===== src/stream_fifo.sv =====
// Purpose: Shared constants of the polarity fix logic and a generic valid/ready FIFO.
// Assumes: One clock, synchronous active-high reset, clock enable freezes all state.
// Notes:   The package comes first so every later file can reference it.
`timescale 1ns/1ps
`default_nettype none

package polarity_fix_pkg;
  ////////////////////////////////////////////////////////////////////////////
  // Register offsets (byte addresses)
  localparam logic [7:0] CONTROL_OFS = 8'h00;
  localparam logic [7:0] STATUS_OFS = 8'h04;
  localparam logic [7:0] IDLE_COUNT_OFS = 8'h08;
  localparam logic [7:0] RX_EVENT_OFS = 8'h0c;

  // Control fields
  localparam int CTRL_DETECT_EN_BIT = 0;
  localparam int CTRL_CAPTURE_EN_BIT = 1;
  localparam logic CTRL_DETECT_EN_RST = 1'b1;
  localparam logic CTRL_CAPTURE_EN_RST = 1'b1;

  // Status fields
  localparam int STAT_INVERTED_BIT = 0;
  localparam int STAT_STANDBY_BIT = 1;
  localparam int STAT_DETECTING_BIT = 2;
  localparam int STAT_OVERFLOW_BIT = 3;
  localparam int STAT_FIFO_VALID_BIT = 4;

  // Receive event word layout
  localparam int EVT_WIDTH = 16;
  localparam int EVT_LEVEL_BIT = 15;
  localparam int EVT_GAP_W = 15;
  localparam int EVT_VALID_BIT = 16;
  localparam int FIFO_DEPTH = 16;

  ////////////////////////////////////////////////////////////////////////////
  // Timing
  localparam int CLK_MHZ = 200;
  localparam int TICK_US = 1;
  localparam int TICK_CYCLES = CLK_MHZ * TICK_US;
  localparam int TICK_W = 8;
  localparam int FAILSAFE_IDLE_TIME_MIN_MS = 44;
  localparam int FAILSAFE_IDLE_TIME_MAX_MS = 76;
  localparam int FAILSAFE_MIN_TICKS = FAILSAFE_IDLE_TIME_MIN_MS * 1000 / TICK_US;
  localparam int IDLE_W = 17;
  localparam int STANDBY_NS = 300;
  localparam int STANDBY_CYCLES = (STANDBY_NS * CLK_MHZ + 999) / 1000;
  localparam int STANDBY_W = 7;
endpackage : polarity_fix_pkg

module stream_fifo #(
  parameter int WIDTH = 16,
  parameter int DEPTH = 16
) (
  input wire logic clk,
  input wire logic rst,
  input wire logic ce,
  input wire logic inValid,
  output logic inReady,
  input wire logic [WIDTH-1:0] inData,
  output logic outValid,
  input wire logic outReady,
  output logic [WIDTH-1:0] outData
);
  localparam int PW = $clog2(DEPTH);

  logic [WIDTH-1:0] mem [DEPTH];
  logic [PW-1:0] wrPtr_reg;
  logic [PW-1:0] rdPtr_reg;
  logic [PW:0] count_reg;
  logic push;
  logic pop;

  ////////////////////////////////////////////////////////////////////////////
  // Honest flags from the fill count
  assign inReady = (count_reg != (PW+1)'(DEPTH));
  assign outValid = (count_reg != '0);
  assign outData = mem[rdPtr_reg];
  assign push = inValid && inReady && ce;
  assign pop = outValid && outReady && ce;

  // Storage write
  always_ff @(posedge clk) begin
    if (push) begin
      mem[wrPtr_reg] <= inData;
    end
  end

  // Pointers and fill count
  always_ff @(posedge clk) begin
    if (rst) begin
      wrPtr_reg <= '0;
      rdPtr_reg <= '0;
      count_reg <= '0;
    end else begin
      if (push) begin
        wrPtr_reg <= (wrPtr_reg == PW'(DEPTH-1)) ? '0 : wrPtr_reg + 1'b1;
      end
      if (pop) begin
        rdPtr_reg <= (rdPtr_reg == PW'(DEPTH-1)) ? '0 : rdPtr_reg + 1'b1;
      end
      if (push && !pop) begin
        count_reg <= count_reg + 1'b1;
      end else if (pop && !push) begin
        count_reg <= count_reg - 1'b1;
      end
    end
  end
endmodule : stream_fifo

`default_nettype wire


===== src/polarity_fix_logic.sv =====
// Purpose: Bus polarity detection and correction for a half-duplex transceiver node.
// Assumes: 200 MHz clk, synchronous active-high rst stands for power-up, pins synchronous.
// Notes:   Registers on AHB-Lite, zero wait states while ce is high; receive edges are logged in a FIFO.
//
// What this block does and what it expects of the nodes on the bus
// [RQ1] After reset no inversion is applied; polarity is assumed correct.
// [RQ2] Uncorrected reversed idle level drives the receive output low.
// [RQ3] After the failsafe idle time with low idle, invert; receive output returns high.
// [RQ4] Detection starts at reset release; correction completes within 44 to 76 ms.
// [RQ5] Evaluation begins immediately while the direction control stays low.
// [RQ6] While corrected, every received bit is inverted toward the receive output.
// [RQ7] While corrected, host transmit data is inverted toward the bus driver.
// [RQ8] Every reset reruns detection and discards any previous polarity state.
// [RQ9] The master idles the bus longer than the maximum failsafe time first.
// [RQ10] Senders should avoid identical-bit runs longer than the minimum failsafe time.
// [RQ11] Tied enables act as direction control: high transmits, low receives.
// [RQ12] Standby only when driver and receiver are both disabled together.
// [RQ13] With receiver always on, receive output echoes the node's own transmission.
// [RQ14] Biased idle bus with no driver gives a high receive output.
// [RQ15] Detected polarity is latched and kept until the next reset.
// [RQ16] Detection runs only with receiver enabled and driver disabled.
// [RQ17] Standby entry needs both enables disabled for at least 300 ns.
// [RQ18] Idle counter on an internal time base restarts on level change; sets latch.
`default_nettype none
`timescale 1ns/1ps

module polarity_fix_logic #(
  parameter int FAILSAFE_TICKS = polarity_fix_pkg::FAILSAFE_MIN_TICKS,
  parameter int FIFO_DEPTH = polarity_fix_pkg::FIFO_DEPTH
) (
  input wire logic clk,
  input wire logic rst,
  input wire logic ce,
  // AHB-Lite slave
  input wire logic hsel,
  input wire logic [31:0] haddr,
  input wire logic [1:0] htrans,
  input wire logic hwrite,
  input wire logic [2:0] hsize,
  input wire logic [31:0] hwdata,
  input wire logic hready,
  output logic hreadyout,
  output logic hresp,
  output logic [31:0] hrdata,
  // Host side pins
  input wire logic driverOn,
  input wire logic receiverOn_n,
  input wire logic txData,
  output logic rxOut,
  output logic rxOutEn,
  // Bus side
  input wire logic busRx,
  output logic busTx,
  output logic busTxEn,
  // Status levels
  output logic standby,
  output logic polarityInverted
);
  localparam int IdleW = polarity_fix_pkg::IDLE_W;
  localparam int TickW = polarity_fix_pkg::TICK_W;
  localparam int StbyW = polarity_fix_pkg::STANDBY_W;
  localparam int GapW = polarity_fix_pkg::EVT_GAP_W;
  localparam int EvtW = polarity_fix_pkg::EVT_WIDTH;

  ////////////////////////////////////////////////////////////////////////////
  // Declarations
  logic detectEn_reg;
  logic captureEn_reg;
  logic inverted_reg;
  logic busPrev_reg;
  logic [TickW-1:0] tickCount_reg;
  logic [IdleW-1:0] idleTicks_reg;
  logic [StbyW-1:0] stbyCount_reg;
  logic standby_reg;
  logic rxOut_reg;
  logic rxOutEn_reg;
  logic busTx_reg;
  logic busTxEn_reg;
  logic [GapW-1:0] gap_reg;
  logic pending_reg;
  logic [EvtW-1:0] pendWord_reg;
  logic overflow_reg;
  logic wrPend_reg;
  logic [7:0] wrAddr_reg;
  logic [31:0] hrdata_reg;
  logic detecting;
  logic tick;
  logic levelChanged;
  logic idleExpired;
  logic bothOff;
  logic rxNext;
  logic rxEdge;
  logic addrPhase;
  logic readEvent;
  logic writeStatus;
  logic fifoInReady;
  logic fifoOutValid;
  logic [EvtW-1:0] fifoOutData;
  logic [31:0] readMux;

  ////////////////////////////////////////////////////////////////////////////
  // Detection qualifiers
  // Window open only while listening with the driver off and nothing latched
  assign detecting = !driverOn && !receiverOn_n && detectEn_reg && !inverted_reg; // RQ16
  assign levelChanged = (busRx != busPrev_reg); // RQ18
  assign tick = (tickCount_reg == TickW'(polarity_fix_pkg::TICK_CYCLES - 1));
  assign idleExpired = (idleTicks_reg == IdleW'(FAILSAFE_TICKS));

  // Last bus level, used to restart the idle measurement
  always_ff @(posedge clk) begin
    if (rst) begin
      busPrev_reg <= 1'b1;
    end else if (ce) begin
      busPrev_reg <= busRx;
    end
  end

  // Internal time base, one tick per microsecond
  always_ff @(posedge clk) begin
    if (rst) begin
      tickCount_reg <= '0;
    end else if (ce) begin
      if (!detecting || levelChanged || tick) begin // RQ18
        tickCount_reg <= '0;
      end else begin
        tickCount_reg <= tickCount_reg + 1'b1;
      end
    end
  end

  // Idle duration in ticks, saturating at the failsafe idle time
  always_ff @(posedge clk) begin
    if (rst) begin
      idleTicks_reg <= '0; // RQ8
    end else if (ce) begin
      if (!detecting || levelChanged) begin // RQ18
        idleTicks_reg <= '0;
      end else if (tick && !idleExpired) begin
        idleTicks_reg <= idleTicks_reg + 1'b1; // RQ5
      end
    end
  end

  ////////////////////////////////////////////////////////////////////////////
  // Polarity latch
  // Set once on a low idle after the failsafe time; only reset clears it
  always_ff @(posedge clk) begin
    if (rst) begin
      inverted_reg <= 1'b0; // RQ1 RQ8
    end else if (ce) begin
      if (detecting && idleExpired && !busRx && !levelChanged) begin
        inverted_reg <= 1'b1; // RQ3 RQ4 RQ18
      end
    end
  end

  ////////////////////////////////////////////////////////////////////////////
  // Standby qualification
  assign bothOff = !driverOn && receiverOn_n; // RQ12

  // Counts continuous disabled cycles; any enable restarts it
  always_ff @(posedge clk) begin
    if (rst) begin
      stbyCount_reg <= '0;
      standby_reg <= 1'b0;
    end else if (ce) begin
      if (!bothOff) begin
        stbyCount_reg <= '0;
        standby_reg <= 1'b0;
      end else if (stbyCount_reg == StbyW'(polarity_fix_pkg::STANDBY_CYCLES - 1)) begin
        standby_reg <= 1'b1; // RQ17
      end else begin
        stbyCount_reg <= stbyCount_reg + 1'b1; // RQ17
      end
    end
  end

  ////////////////////////////////////////////////////////////////////////////
  // Data paths
  // Bus level follows the idle bias and any driver, own driver included
  assign rxNext = busRx ^ inverted_reg; // RQ2 RQ6 RQ13 RQ14

  // Receive output, held while the receiver is off
  always_ff @(posedge clk) begin
    if (rst) begin
      rxOut_reg <= 1'b1;
      rxOutEn_reg <= 1'b0;
    end else if (ce) begin
      rxOutEn_reg <= !receiverOn_n;
      if (!receiverOn_n) begin
        rxOut_reg <= rxNext; // RQ6
      end
    end
  end

  // Transmit path; driver enable is a registered copy of its pin, one cycle later
  always_ff @(posedge clk) begin
    if (rst) begin
      busTx_reg <= 1'b1;
      busTxEn_reg <= 1'b0;
    end else if (ce) begin
      busTx_reg <= txData ^ inverted_reg; // RQ7
      busTxEn_reg <= driverOn; // RQ11
    end
  end

  ////////////////////////////////////////////////////////////////////////////
  // Receive edge capture into the FIFO
  assign rxEdge = !receiverOn_n && (rxNext != rxOut_reg) && captureEn_reg;

  // Cycles since the previous receive edge, saturating
  always_ff @(posedge clk) begin
    if (rst) begin
      gap_reg <= '0;
    end else if (ce) begin
      if (rxEdge) begin
        gap_reg <= '0;
      end else if (gap_reg != '1) begin
        gap_reg <= gap_reg + 1'b1;
      end
    end
  end

  // One pending word waits while the FIFO is full
  always_ff @(posedge clk) begin
    if (rst) begin
      pending_reg <= 1'b0;
      pendWord_reg <= '0;
    end else if (ce) begin
      if (rxEdge && (!pending_reg || fifoInReady)) begin
        pending_reg <= 1'b1;
        pendWord_reg <= {rxNext, gap_reg};
      end else if (pending_reg && fifoInReady) begin
        pending_reg <= 1'b0;
      end
    end
  end

  // Lost edge flag; a new loss wins over a clear in the same cycle
  always_ff @(posedge clk) begin
    if (rst) begin
      overflow_reg <= 1'b0;
    end else if (ce) begin
      if (rxEdge && pending_reg && !fifoInReady) begin
        overflow_reg <= 1'b1;
      end else if (writeStatus && hwdata[polarity_fix_pkg::STAT_OVERFLOW_BIT]) begin
        overflow_reg <= 1'b0;
      end
    end
  end

  stream_fifo #(
    .WIDTH(EvtW),
    .DEPTH(FIFO_DEPTH)
  ) eventFifo (
    .clk(clk),
    .rst(rst),
    .ce(ce),
    .inValid(pending_reg),
    .inReady(fifoInReady),
    .inData(pendWord_reg),
    .outValid(fifoOutValid),
    .outReady(readEvent),
    .outData(fifoOutData)
  );

  ////////////////////////////////////////////////////////////////////////////
  // AHB-Lite slave
  assign addrPhase = hsel && htrans[1] && hready && ce;
  assign readEvent = addrPhase && !hwrite && (haddr[7:0] == polarity_fix_pkg::RX_EVENT_OFS);
  assign writeStatus = wrPend_reg && (wrAddr_reg == polarity_fix_pkg::STATUS_OFS);

  // Read data selection at the address phase
  always_comb begin
    readMux = 32'h0000_0000;
    unique case (haddr[7:0])
      polarity_fix_pkg::CONTROL_OFS: begin
        readMux[polarity_fix_pkg::CTRL_DETECT_EN_BIT] = detectEn_reg;
        readMux[polarity_fix_pkg::CTRL_CAPTURE_EN_BIT] = captureEn_reg;
      end
      polarity_fix_pkg::STATUS_OFS: begin
        readMux[polarity_fix_pkg::STAT_INVERTED_BIT] = inverted_reg;
        readMux[polarity_fix_pkg::STAT_STANDBY_BIT] = standby_reg;
        readMux[polarity_fix_pkg::STAT_DETECTING_BIT] = detecting;
        readMux[polarity_fix_pkg::STAT_OVERFLOW_BIT] = overflow_reg;
        readMux[polarity_fix_pkg::STAT_FIFO_VALID_BIT] = fifoOutValid;
      end
      polarity_fix_pkg::IDLE_COUNT_OFS: begin
        readMux[IdleW-1:0] = idleTicks_reg;
      end
      polarity_fix_pkg::RX_EVENT_OFS: begin
        readMux[EvtW-1:0] = fifoOutValid ? fifoOutData : '0;
        readMux[polarity_fix_pkg::EVT_VALID_BIT] = fifoOutValid;
      end
      default: begin
        readMux = 32'h0000_0000;
      end
    endcase
  end

  // Registered read data for the following data phase
  always_ff @(posedge clk) begin
    if (rst) begin
      hrdata_reg <= 32'h0000_0000;
    end else if (addrPhase && !hwrite) begin
      hrdata_reg <= readMux;
    end
  end

  // Write address held for the data phase
  always_ff @(posedge clk) begin
    if (rst) begin
      wrPend_reg <= 1'b0;
      wrAddr_reg <= 8'h00;
    end else if (ce) begin
      wrPend_reg <= addrPhase && hwrite;
      if (addrPhase && hwrite) begin
        wrAddr_reg <= haddr[7:0];
      end
    end
  end

  // Control register
  always_ff @(posedge clk) begin
    if (rst) begin
      detectEn_reg <= polarity_fix_pkg::CTRL_DETECT_EN_RST; // RQ5
      captureEn_reg <= polarity_fix_pkg::CTRL_CAPTURE_EN_RST;
    end else if (ce && wrPend_reg && (wrAddr_reg == polarity_fix_pkg::CONTROL_OFS)) begin
      detectEn_reg <= hwdata[polarity_fix_pkg::CTRL_DETECT_EN_BIT];
      captureEn_reg <= hwdata[polarity_fix_pkg::CTRL_CAPTURE_EN_BIT];
    end
  end

  ////////////////////////////////////////////////////////////////////////////
  // Outputs
  assign hreadyout = ce;
  assign hresp = 1'b0;
  assign hrdata = hrdata_reg;
  assign rxOut = rxOut_reg;
  assign rxOutEn = rxOutEn_reg;
  assign busTx = busTx_reg;
  assign busTxEn = busTxEn_reg;
  assign standby = standby_reg; // RQ12
  assign polarityInverted = inverted_reg; // RQ15
endmodule : polarity_fix_logic

`default_nettype wire


===== config.mk =====
export PLATFORM = sky130hd
export DESIGN_NAME = polarity_fix_logic
export DESIGN_NICKNAME = d
export VERILOG_FILES = /design/src/stream_fifo.sv /design/src/polarity_fix_logic.sv
export SDC_FILE = /design/constraint.sdc
export NUM_CORES = 1
export LEC_CHECK = 0
export BUFFER_PORTS_ARGS = -buffer_cell sky130_fd_sc_hd__buf_2
export CAP_MARGIN = 20
export CORE_AREA = 2 2 204 206
export CTS_CLUSTER_SIZE = 14
export DETAILED_ROUTE_END_ITERATION = 7
export DIE_AREA = 0 0 206 208
export GPL_ROUTABILITY_DRIVEN = 0
export GPL_TIMING_DRIVEN = 0
export PLACE_DENSITY = 0.55
export REMOVE_ABC_BUFFERS = 1
export SLEW_MARGIN = 20
export SYNTH_ARGS = -nofsm -noshare
export SYNTH_HDL_FRONTEND = slang
export SYNTH_SLANG_ARGS = --single-unit
export TNS_END_PERCENT = 5

===== constraint.sdc =====
create_clock -name clk -period 3.8 [get_ports clk]
set_input_delay 0.19 -clock clk [delete_from_list [all_inputs] [get_ports clk]]
set_output_delay 0.19 -clock clk [all_outputs]
set_load 0.05 [all_outputs]

==> metrics.md, run 1 <==
| Metric | Value |
|---|---|
| Synth Area in Compound Gates | 5.512% |
| Post-CTS resize count | 0 |
| Initial antenna violation count | 0 |
| Residual DRC | 0 |
| IO Pins | 119 |
| Sw frac | 20.09% |
| Largest net degree at the start of global routing | 59 |
| Simple-Gate Fraction of Synth Area | 8.374% |
| Min-Delay Startpoint | busRx |
| Fin crit period | 3535 ps |
| Min Hold Slack | 48.45 ps |
| Mapped Cells | 1033 |
| Worst flop-to-flop path startpoint | eventFifo.count_reg[0] |
| Initial drt markers | 683 |
| P per Cell Area | 478.9 nW/um^2 |
| RSZ-0062 raised after global routing | no |
| H-Tree Depth | 2 |
| Sequential power share | 50.6% |
| CP startpoint | eventFifo.count_reg[0] |
| CTS hold repair buffers | 11 |
| Critical Path AT | 3960 ps |
| Leading register cell type out of synthesis | edfxtp_1 |
| Register area share after synthesis | 65.75% |
| CP Data Required Time | 4220 ps |
| Area Overhead vs Synth | 17.05% |
| Reg2reg end | eventFifo.count_reg[4] |
| Clock-pin slew of the registers on the worst-case setup and hold paths | 60 ps |
| Logic gate share of total power | 2.6% |
| Setup ws final | 264.7 ps |
| Final #Nets | 1201 |
| Clk sinks | 373 |
| 1st-pass router iterations | 6 |
| Clock latency on the worst-skew pair | 530 ps |
| Setup Fix Bufs, Post-CTS | 0 |
| Clock power share | 46.9% |
| Leak Pwr | 6.077 nW |
| Num CTS Buffers | 40 |
| CP endpoint kind | register |
| Port Buffers | 45 |
| DIE AREA | 42850 um^2 |
| Hold WC Path Type | in -> reg |
| Worst R2R Setup Slack | 260 ps |
| Status | completed |
| Critical path class | reg -> reg |
| Core area | 40550 um^2 |
| Length in cells of the worst reg-to-reg path | 10 |
| Row count | 74 |
| Peak VDD IR | 0.3060 mV |
| Vias post-DR | 8718 |
| Layout cells sized above 1 | 20.69% |
| P_int | 0.006833 W |
| Mux cell area share after synthesis | 13.80% |
| EDFF count, synth | 256 |
| Most frequent cells in the layout | edfxtp_1, dfxtp_1, nor2_1 |
| Clock tree buffer depth | 3 |
| Relative slew slack | 38.51% |
| CTS root buffer | clkbuf_16 |
| F_max | 282.9 MHz |
| Syn Std Cell Area | 15250 um^2 |
| Syn Area/Cell | 14.77 um^2 |
| First-pass GRT wire length | 52660 um |
| Worst Path Buf+Inv | 1 |
| Die Span Y | 208 um |
| P_sw | 0.001718 W |
| Most common cell on crit path | ha_1 |
| Worst Max-Slew Pin Slew | 913.9 ps |
| Delay-heaviest family, CP | simple AND/OR/NAND/NOR gates |
| CTS tree | yes |
| DR vias/cell | 5.227 |
| Routed Antenna Nets | 0 |
| WL final | 34240 um |
| Critical path capture point | eventFifo.count_reg[4] |
| CP Launch Type | register |
| Async S/R FF share, synth | 0% |
| Antenna cells | 0 |
| Largest family of logic cells by synthesized area | multiplexers |
| Die width | 206 um |
| Grt ovf | 0 |
| Maxcap violations | 0 |
| Unique masters post-synth | 62 |
| Vias in the first global route | 8746 |
| XOR/XNOR share of the synthesized area | 2.395% |
| Final setup skew | 10.29 ps |
| Final worst-path cycle share | 93.03% |
| Tot Pwr | 0.008551 W |
| Commonest non-fill, non-tap cell in the layout | edfxtp_1 |
| Final setup viols | 0 |
| Adder-Cell Fraction of Synth Area | 1.362% |
| Slew Limit Fails | 0 |
| Gr usage total | 16.21% |
| FF+latch count, synth | 373 |
| Fin. Hold Viols | 0 |
| Largest stage delay, worst path | 810 ps |
| YS warnings | 0 |
| Initial Util | 37.62% |
| Crit path max fanout | 12 |
| Crit path max-delay cell type | nor4_1 |
| DR WL/cell | 20.53 um |
| Dpl hpwl | 22080 um |
| Worst slack, placed | -217.0 ps |
| Levels on crit path | 10 |
| Setup TNS | 0 ps |
| Flip-flop count of the largest register after layout | 256 |
| Critical path cell sequence | nor4_1 -> a211oi_2 -> ha_1 -> inv_1 -> ha_1 -> nor2b_1 -> o21a_1 -> or3_1 -> a21oi_1 -> mux2_2 |
## logic make-up after synthesis
family / after synthesis
adder cells (fa/ha/maj): 16
buffers and inverters: 83
AO/OA/AOI/OAI: 132
AND/OR/NAND/NOR: 265
flip-flops: 373
multiplexers: 123
XOR/XNOR: 40
other: 1
## per-stage QoR
stage	utilization, %	cell area, um^2	std cells
global route	44.03	17860	1668
global placement	39.06	15840	1559
floorplan	-	14950	982
finish	44.03	17860	1668
detailed placement	40.37	16370	1585
CTS	44.03	17860	1668
## worst reg2reg max path: stages (launching register included)
cell and delay, ps:
dfxtp_1 360, nor4_1 810, a211oi_2 360, ha_1 340, inv_1 140, ha_1 260, nor2b_1 130, o21a_1 180
or3_1 300, a21oi_1 190, mux2_2 350
## cell type report
class                   count  area (um^2)
inverters                  17        63.81
repair buffers             82        721.9
well taps                 532        665.6
fillers                  3598        22700
clock buffers              62         1244
multi-input cells         592         4985
flip-flops and latches    373        10040
clock inverters            10        131.4
## worst min-delay path by stage
| stage | to | slack, ps | cells after the start |
|---|---|---|---|
| 2_1_floorplan | idleTicks_reg[0] | 260 | 1 |
| 3_3_place_gp | detectEn_reg | 420 | 3 |
| 3_5_place_dp | captureEn_reg | 410 | 3 |
| 4_1_cts | busPrev_reg | 30 | 3 |
| 5_1_grt | overflow_reg | 70 | 4 |
| 6_report | busPrev_reg | 50 | 3 |
## cell usage after synthesis (9+ instances only)
master | count | area share (%)
edfxtp_1 | 256 | 50
dfxtp_1 | 117 | 15
nor2_1 | 115 | 2.8
mux4_2 | 62 | 9.2
nand2_1 | 47 | 1.2
mux2i_1 | 43 | 2.8
a21oi_1 | 41 | 1.3
o21ai_0 | 32 | 1.0
xor2_1 | 29 | 1.7
clkbuf_1 | 26 | 0.64
buf_4 | 19 | 0.94
nand3_1 | 17 | 0.56
inv_1 | 16 | 0.39
ha_1 | 15 | 1.2
nand4_1 | 15 | 0.62
mux2_2 | 13 | 0.96
a22oi_1 | 12 | 0.59
buf_2 | 12 | 0.39
nor3_1 | 12 | 0.39
xnor2_1 | 10 | 0.57
or4_1 | 9 | 0.44
## power groups by stage
stage          logic (W)  clock network [W]  registers [W]
6_report        0.000221            0.00401        0.00432
5_1_grt         0.000240            0.00425        0.00432
4_1_cts         0.000222            0.00408        0.00432
3_5_place_dp    0.000213                  0        0.00441
3_3_place_gp    0.000205                  0        0.00441
2_1_floorplan   0.000123                  0        0.00442
## routing by layer
layer / global-route usage, % / share of wire (%) / vias up
met3: 2.898 / 3.8 / 52
met2: 26.88 / 49 / 170
met5: 0 / 0 / -
li1: - / - / 4091
met4: 5.049 / 2.5 / 0
met1: 21.62 / 44 / 4405
Note: power is estimated with default switching activity, not from simulation.
==> run 2, diff against run 1 <==
--- a/config.mk
+++ b/config.mk
@@ -7,13 +7,14 @@
 export LEC_CHECK = 0
 export BUFFER_PORTS_ARGS = -buffer_cell sky130_fd_sc_hd__buf_2
 export CAP_MARGIN = 20
-export CORE_AREA = 2 2 204 206
+export CORE_AREA = 2 2 195 216
 export CTS_CLUSTER_SIZE = 14
 export DETAILED_ROUTE_END_ITERATION = 7
-export DIE_AREA = 0 0 206 208
+export DIE_AREA = 0 0 197 218
 export GPL_ROUTABILITY_DRIVEN = 0
 export GPL_TIMING_DRIVEN = 0
 export PLACE_DENSITY = 0.55
+export RECOVER_POWER = 25
 export REMOVE_ABC_BUFFERS = 1
 export SLEW_MARGIN = 20
 export SYNTH_ARGS = -nofsm -noshare
==> run 2 against run 1 <==
Power shrank 3.7%. Design area is 1.8% lower. Register-to-register slack improved by 140 ps. Clock skew is 7.0 ps higher. Wire length is 2.1% lower. Critical path depth increased by 1. Worst hold slack lost 5.1 ps. Fmax decreased by 0.43%. Core utilization shrank 1.0 points. Via count down 0.53%. Combinational power hardly changed. Critical endpoint unchanged. Largest cell class unchanged. Highest routed layer unchanged.
==> metrics.md, run 2 (synthesis results as in run 1) <==
| Metric | Value |
|---|---|
| Leak Pwr | 5.943 nW (was 6.077 nW) |
| Residual DRC | 0 (unchanged) |
| Antenna cells | 0 (unchanged) |
| CTS hold repair buffers | 11 (unchanged) |
| Gr usage total | 15.78% (was 16.21%) |
| P_sw | 0.001705 W (was 0.001718 W) |
| F_max | 281.6 MHz (was 282.9 MHz) |
| Setup Fix Bufs, Post-CTS | 0 (unchanged) |
| CTS tree | yes (unchanged) |
| Die width | 197 um (was 206 um) |
| Post-CTS resize count | 0 (unchanged) |
| WL final | 33500 um (was 34240 um) |
| Largest net degree at the start of global routing | 59 (unchanged) |
| Worst flop-to-flop path startpoint | eventFifo.count_reg[0] (unchanged) |
| Clk sinks | 373 (unchanged) |
| Commonest non-fill, non-tap cell in the layout | edfxtp_1 (unchanged) |
| Initial antenna violation count | 1 (was 0) |
| Routed Antenna Nets | 0 (unchanged) |
| Relative slew slack | 35.35% (was 38.51%) |
| Flip-flop count of the largest register after layout | 256 (unchanged) |
| Sequential power share | 52.5% (was 50.6%) |
| Vias post-DR | 8672 (was 8718) |
| RSZ-0062 raised after global routing | no (unchanged) |
| Largest stage delay, worst path | 770 ps (was 810 ps) |
| Initial Util | 37.39% (was 37.62%) |
| Most frequent cells in the layout | edfxtp_1, dfxtp_1, nor2_1 (unchanged) |
| Crit path max-delay cell type | a211oi_2 (was nor4_1) |
| Num CTS Buffers | 40 (unchanged) |
| Util after Layout | 43.00% (was 44.03%) |
| Clock tree buffer depth | 3 (unchanged) |
| Logic gate share of total power | 2.7% (was 2.6%) |
| Clock latency on the worst-skew pair | 540 ps (was 530 ps) |
| Peak VDD IR | 0.2493 mV (was 0.3060 mV) |
| Most common cell on crit path | ha_1 (unchanged) |
| H-Tree Depth | 2 (unchanged) |
| Final setup viols | 0 (unchanged) |
| Critical path class | in -> reg (was reg -> reg) |
| DR WL/cell | 20.32 um (was 20.53 um) |
| Min-Delay Startpoint | busRx (unchanged) |
| Hold WC Path Type | in -> reg (unchanged) |
| DIE AREA | 42950 um^2 (was 42850 um^2) |
| Initial drt markers | 543 (was 683) |
| Die Span Y | 218 um (was 208 um) |
| 1st-pass router iterations | 7 (was 6) |
| Maxcap violations | 0 (unchanged) |
| Tot Pwr | 0.008238 W (was 0.008551 W) |
| Fin area | 17540 um^2 (was 17860 um^2) |
| Status | completed (unchanged) |
| CP endpoint kind | register (unchanged) |
| Dpl cell area | 16190 um^2 (was 16370 um^2) |
| Port Buffers | 45 (unchanged) |
| Slew Limit Fails | 0 (unchanged) |
| P_int | 0.006533 W (was 0.006833 W) |
| CP Data Required Time | 4220 ps (about the same) |
| Setup TNS | 0 ps (unchanged) |
| Clock power share | 44.8% (was 46.9%) |
| CTS root buffer | clkbuf_16 (unchanged) |
| Final setup skew | 17.29 ps (was 10.29 ps) |
| Dpl hpwl | 21140 um (was 22080 um) |
| Area Overhead vs Synth | 15.00% (was 17.05%) |
| Grt ovf | 0 (unchanged) |
| Final #Nets | 1193 (was 1201) |
| Layout cells sized above 1 | 19.49% (was 20.69%) |
| Row count | 78 (was 74) |
| Crit path max fanout | 32 (was 12) |
| Critical Path AT | 3970 ps (was 3960 ps) |
| Core area | 40790 um^2 (was 40550 um^2) |
| P per Cell Area | 469.6 nW/um^2 (was 478.9 nW/um^2) |
| Fin crit period | 3551 ps (was 3535 ps) |
| CP Launch Type | input pin (was register) |
| CP startpoint | ce (was eventFifo.count_reg[0]) |
| Final worst-path cycle share | 93.44% (was 93.03%) |
| IO Pins | 119 (unchanged) |
| Worst Max-Slew Pin Slew | 961.7 ps (was 913.9 ps) |
| DR vias/cell | 5.259 (was 5.227) |
| Vias in the first global route | 8709 (was 8746) |
| Clock-pin slew of the registers on the worst-case setup and hold paths | 60 ps (about the same) |
| Fin. Hold Viols | 0 (unchanged) |
| Sw frac | 20.70% (was 20.09%) |
| First-pass GRT wire length | 51340 um (was 52660 um) |
| Critical path cell sequence | buf_2 -> clkinv_1 -> a211oi_2 -> ha_1 -> inv_1 -> ha_1 -> nor2b_1 -> o21a_1 -> or3_1 -> a21oi_1 -> mux2_2 (was nor4_1 -> a211oi_2 -> ha_1 -> inv_1 -> ha_1 -> nor2b_1 -> o21a_1 -> or3_1 -> a21oi_1 -> mux2_2) |
==> run 2: worst max-delay path, delay by kind of cell <==
family                     cells  cell delay (ps)
adders and majority gates      2              640
muxes                          1              340
AOI/OAI and AO/OA              3             1120
buffers and inverters          3             1230
and+or+nand+nor                2              440
==> run 2: power by group through the flow <==
| stage | combinational, W | clock, W | sequential, W |
|---|---|---|---|
| after floorplan | 0.000123 | 0 | 0.00442 |
| after global placement | 0.000205 | 0 | 0.00441 |
| after detailed placement | 0.000212 | 0 | 0.00441 |
| after CTS | 0.000221 | 0.00379 | 0.00432 |
| after global routing | 0.000239 | 0.00395 | 0.00432 |
| final | 0.000220 | 0.00369 | 0.00432 |
==> run 2: metal layers <==
| layer | part of all wire [%] | up-vias | GRT usage, % | wire [um] |
|---|---|---|---|---|
| li1 | - | 4082 | - | - |
| met1 | 43 | 4373 | 19.65 | 14500 |
| met2 | 51 | 174 | 28.24 | 17110 |
| met3 | 3.9 | 43 | 2.768 | 1309 |
| met4 | 1.7 | 0 | 4.236 | 583 |
| met5 | 0 | - | 0 | 0 |
==> run 2: final timing paths <==
kind	slack [ps]	to	cells after the start
worst max-delay path	250	eventFifo.count_reg[4]	11
worst min-delay path	40	busPrev_reg	3
worst max register to register	400	eventFifo.count_reg[4]	11
worst min register to register	460	wrPend_reg	2
==> run 2: per-stage QoR <==
step	hold WS (ps)	instances	worst slack, ps
floorplan	259.1	982	414.9
global placement	414.7	1547	-2317
detailed placement	413.7	1565	-261.7
CTS	26.96	1649	283.5
global route	71.73	1649	12.15
finish	43.37	1649	249.4
==> run 2: layout make-up <==
cell class                 count  area (um^2)
fill                        3658        23250
inverter                      17        63.81
multi-input combinational    592         4985
clock buffer                  62         1155
sequential                   373        10040
clock inverter                11        83.83
tap                          520        650.6
timing repair buffer          74        560.5
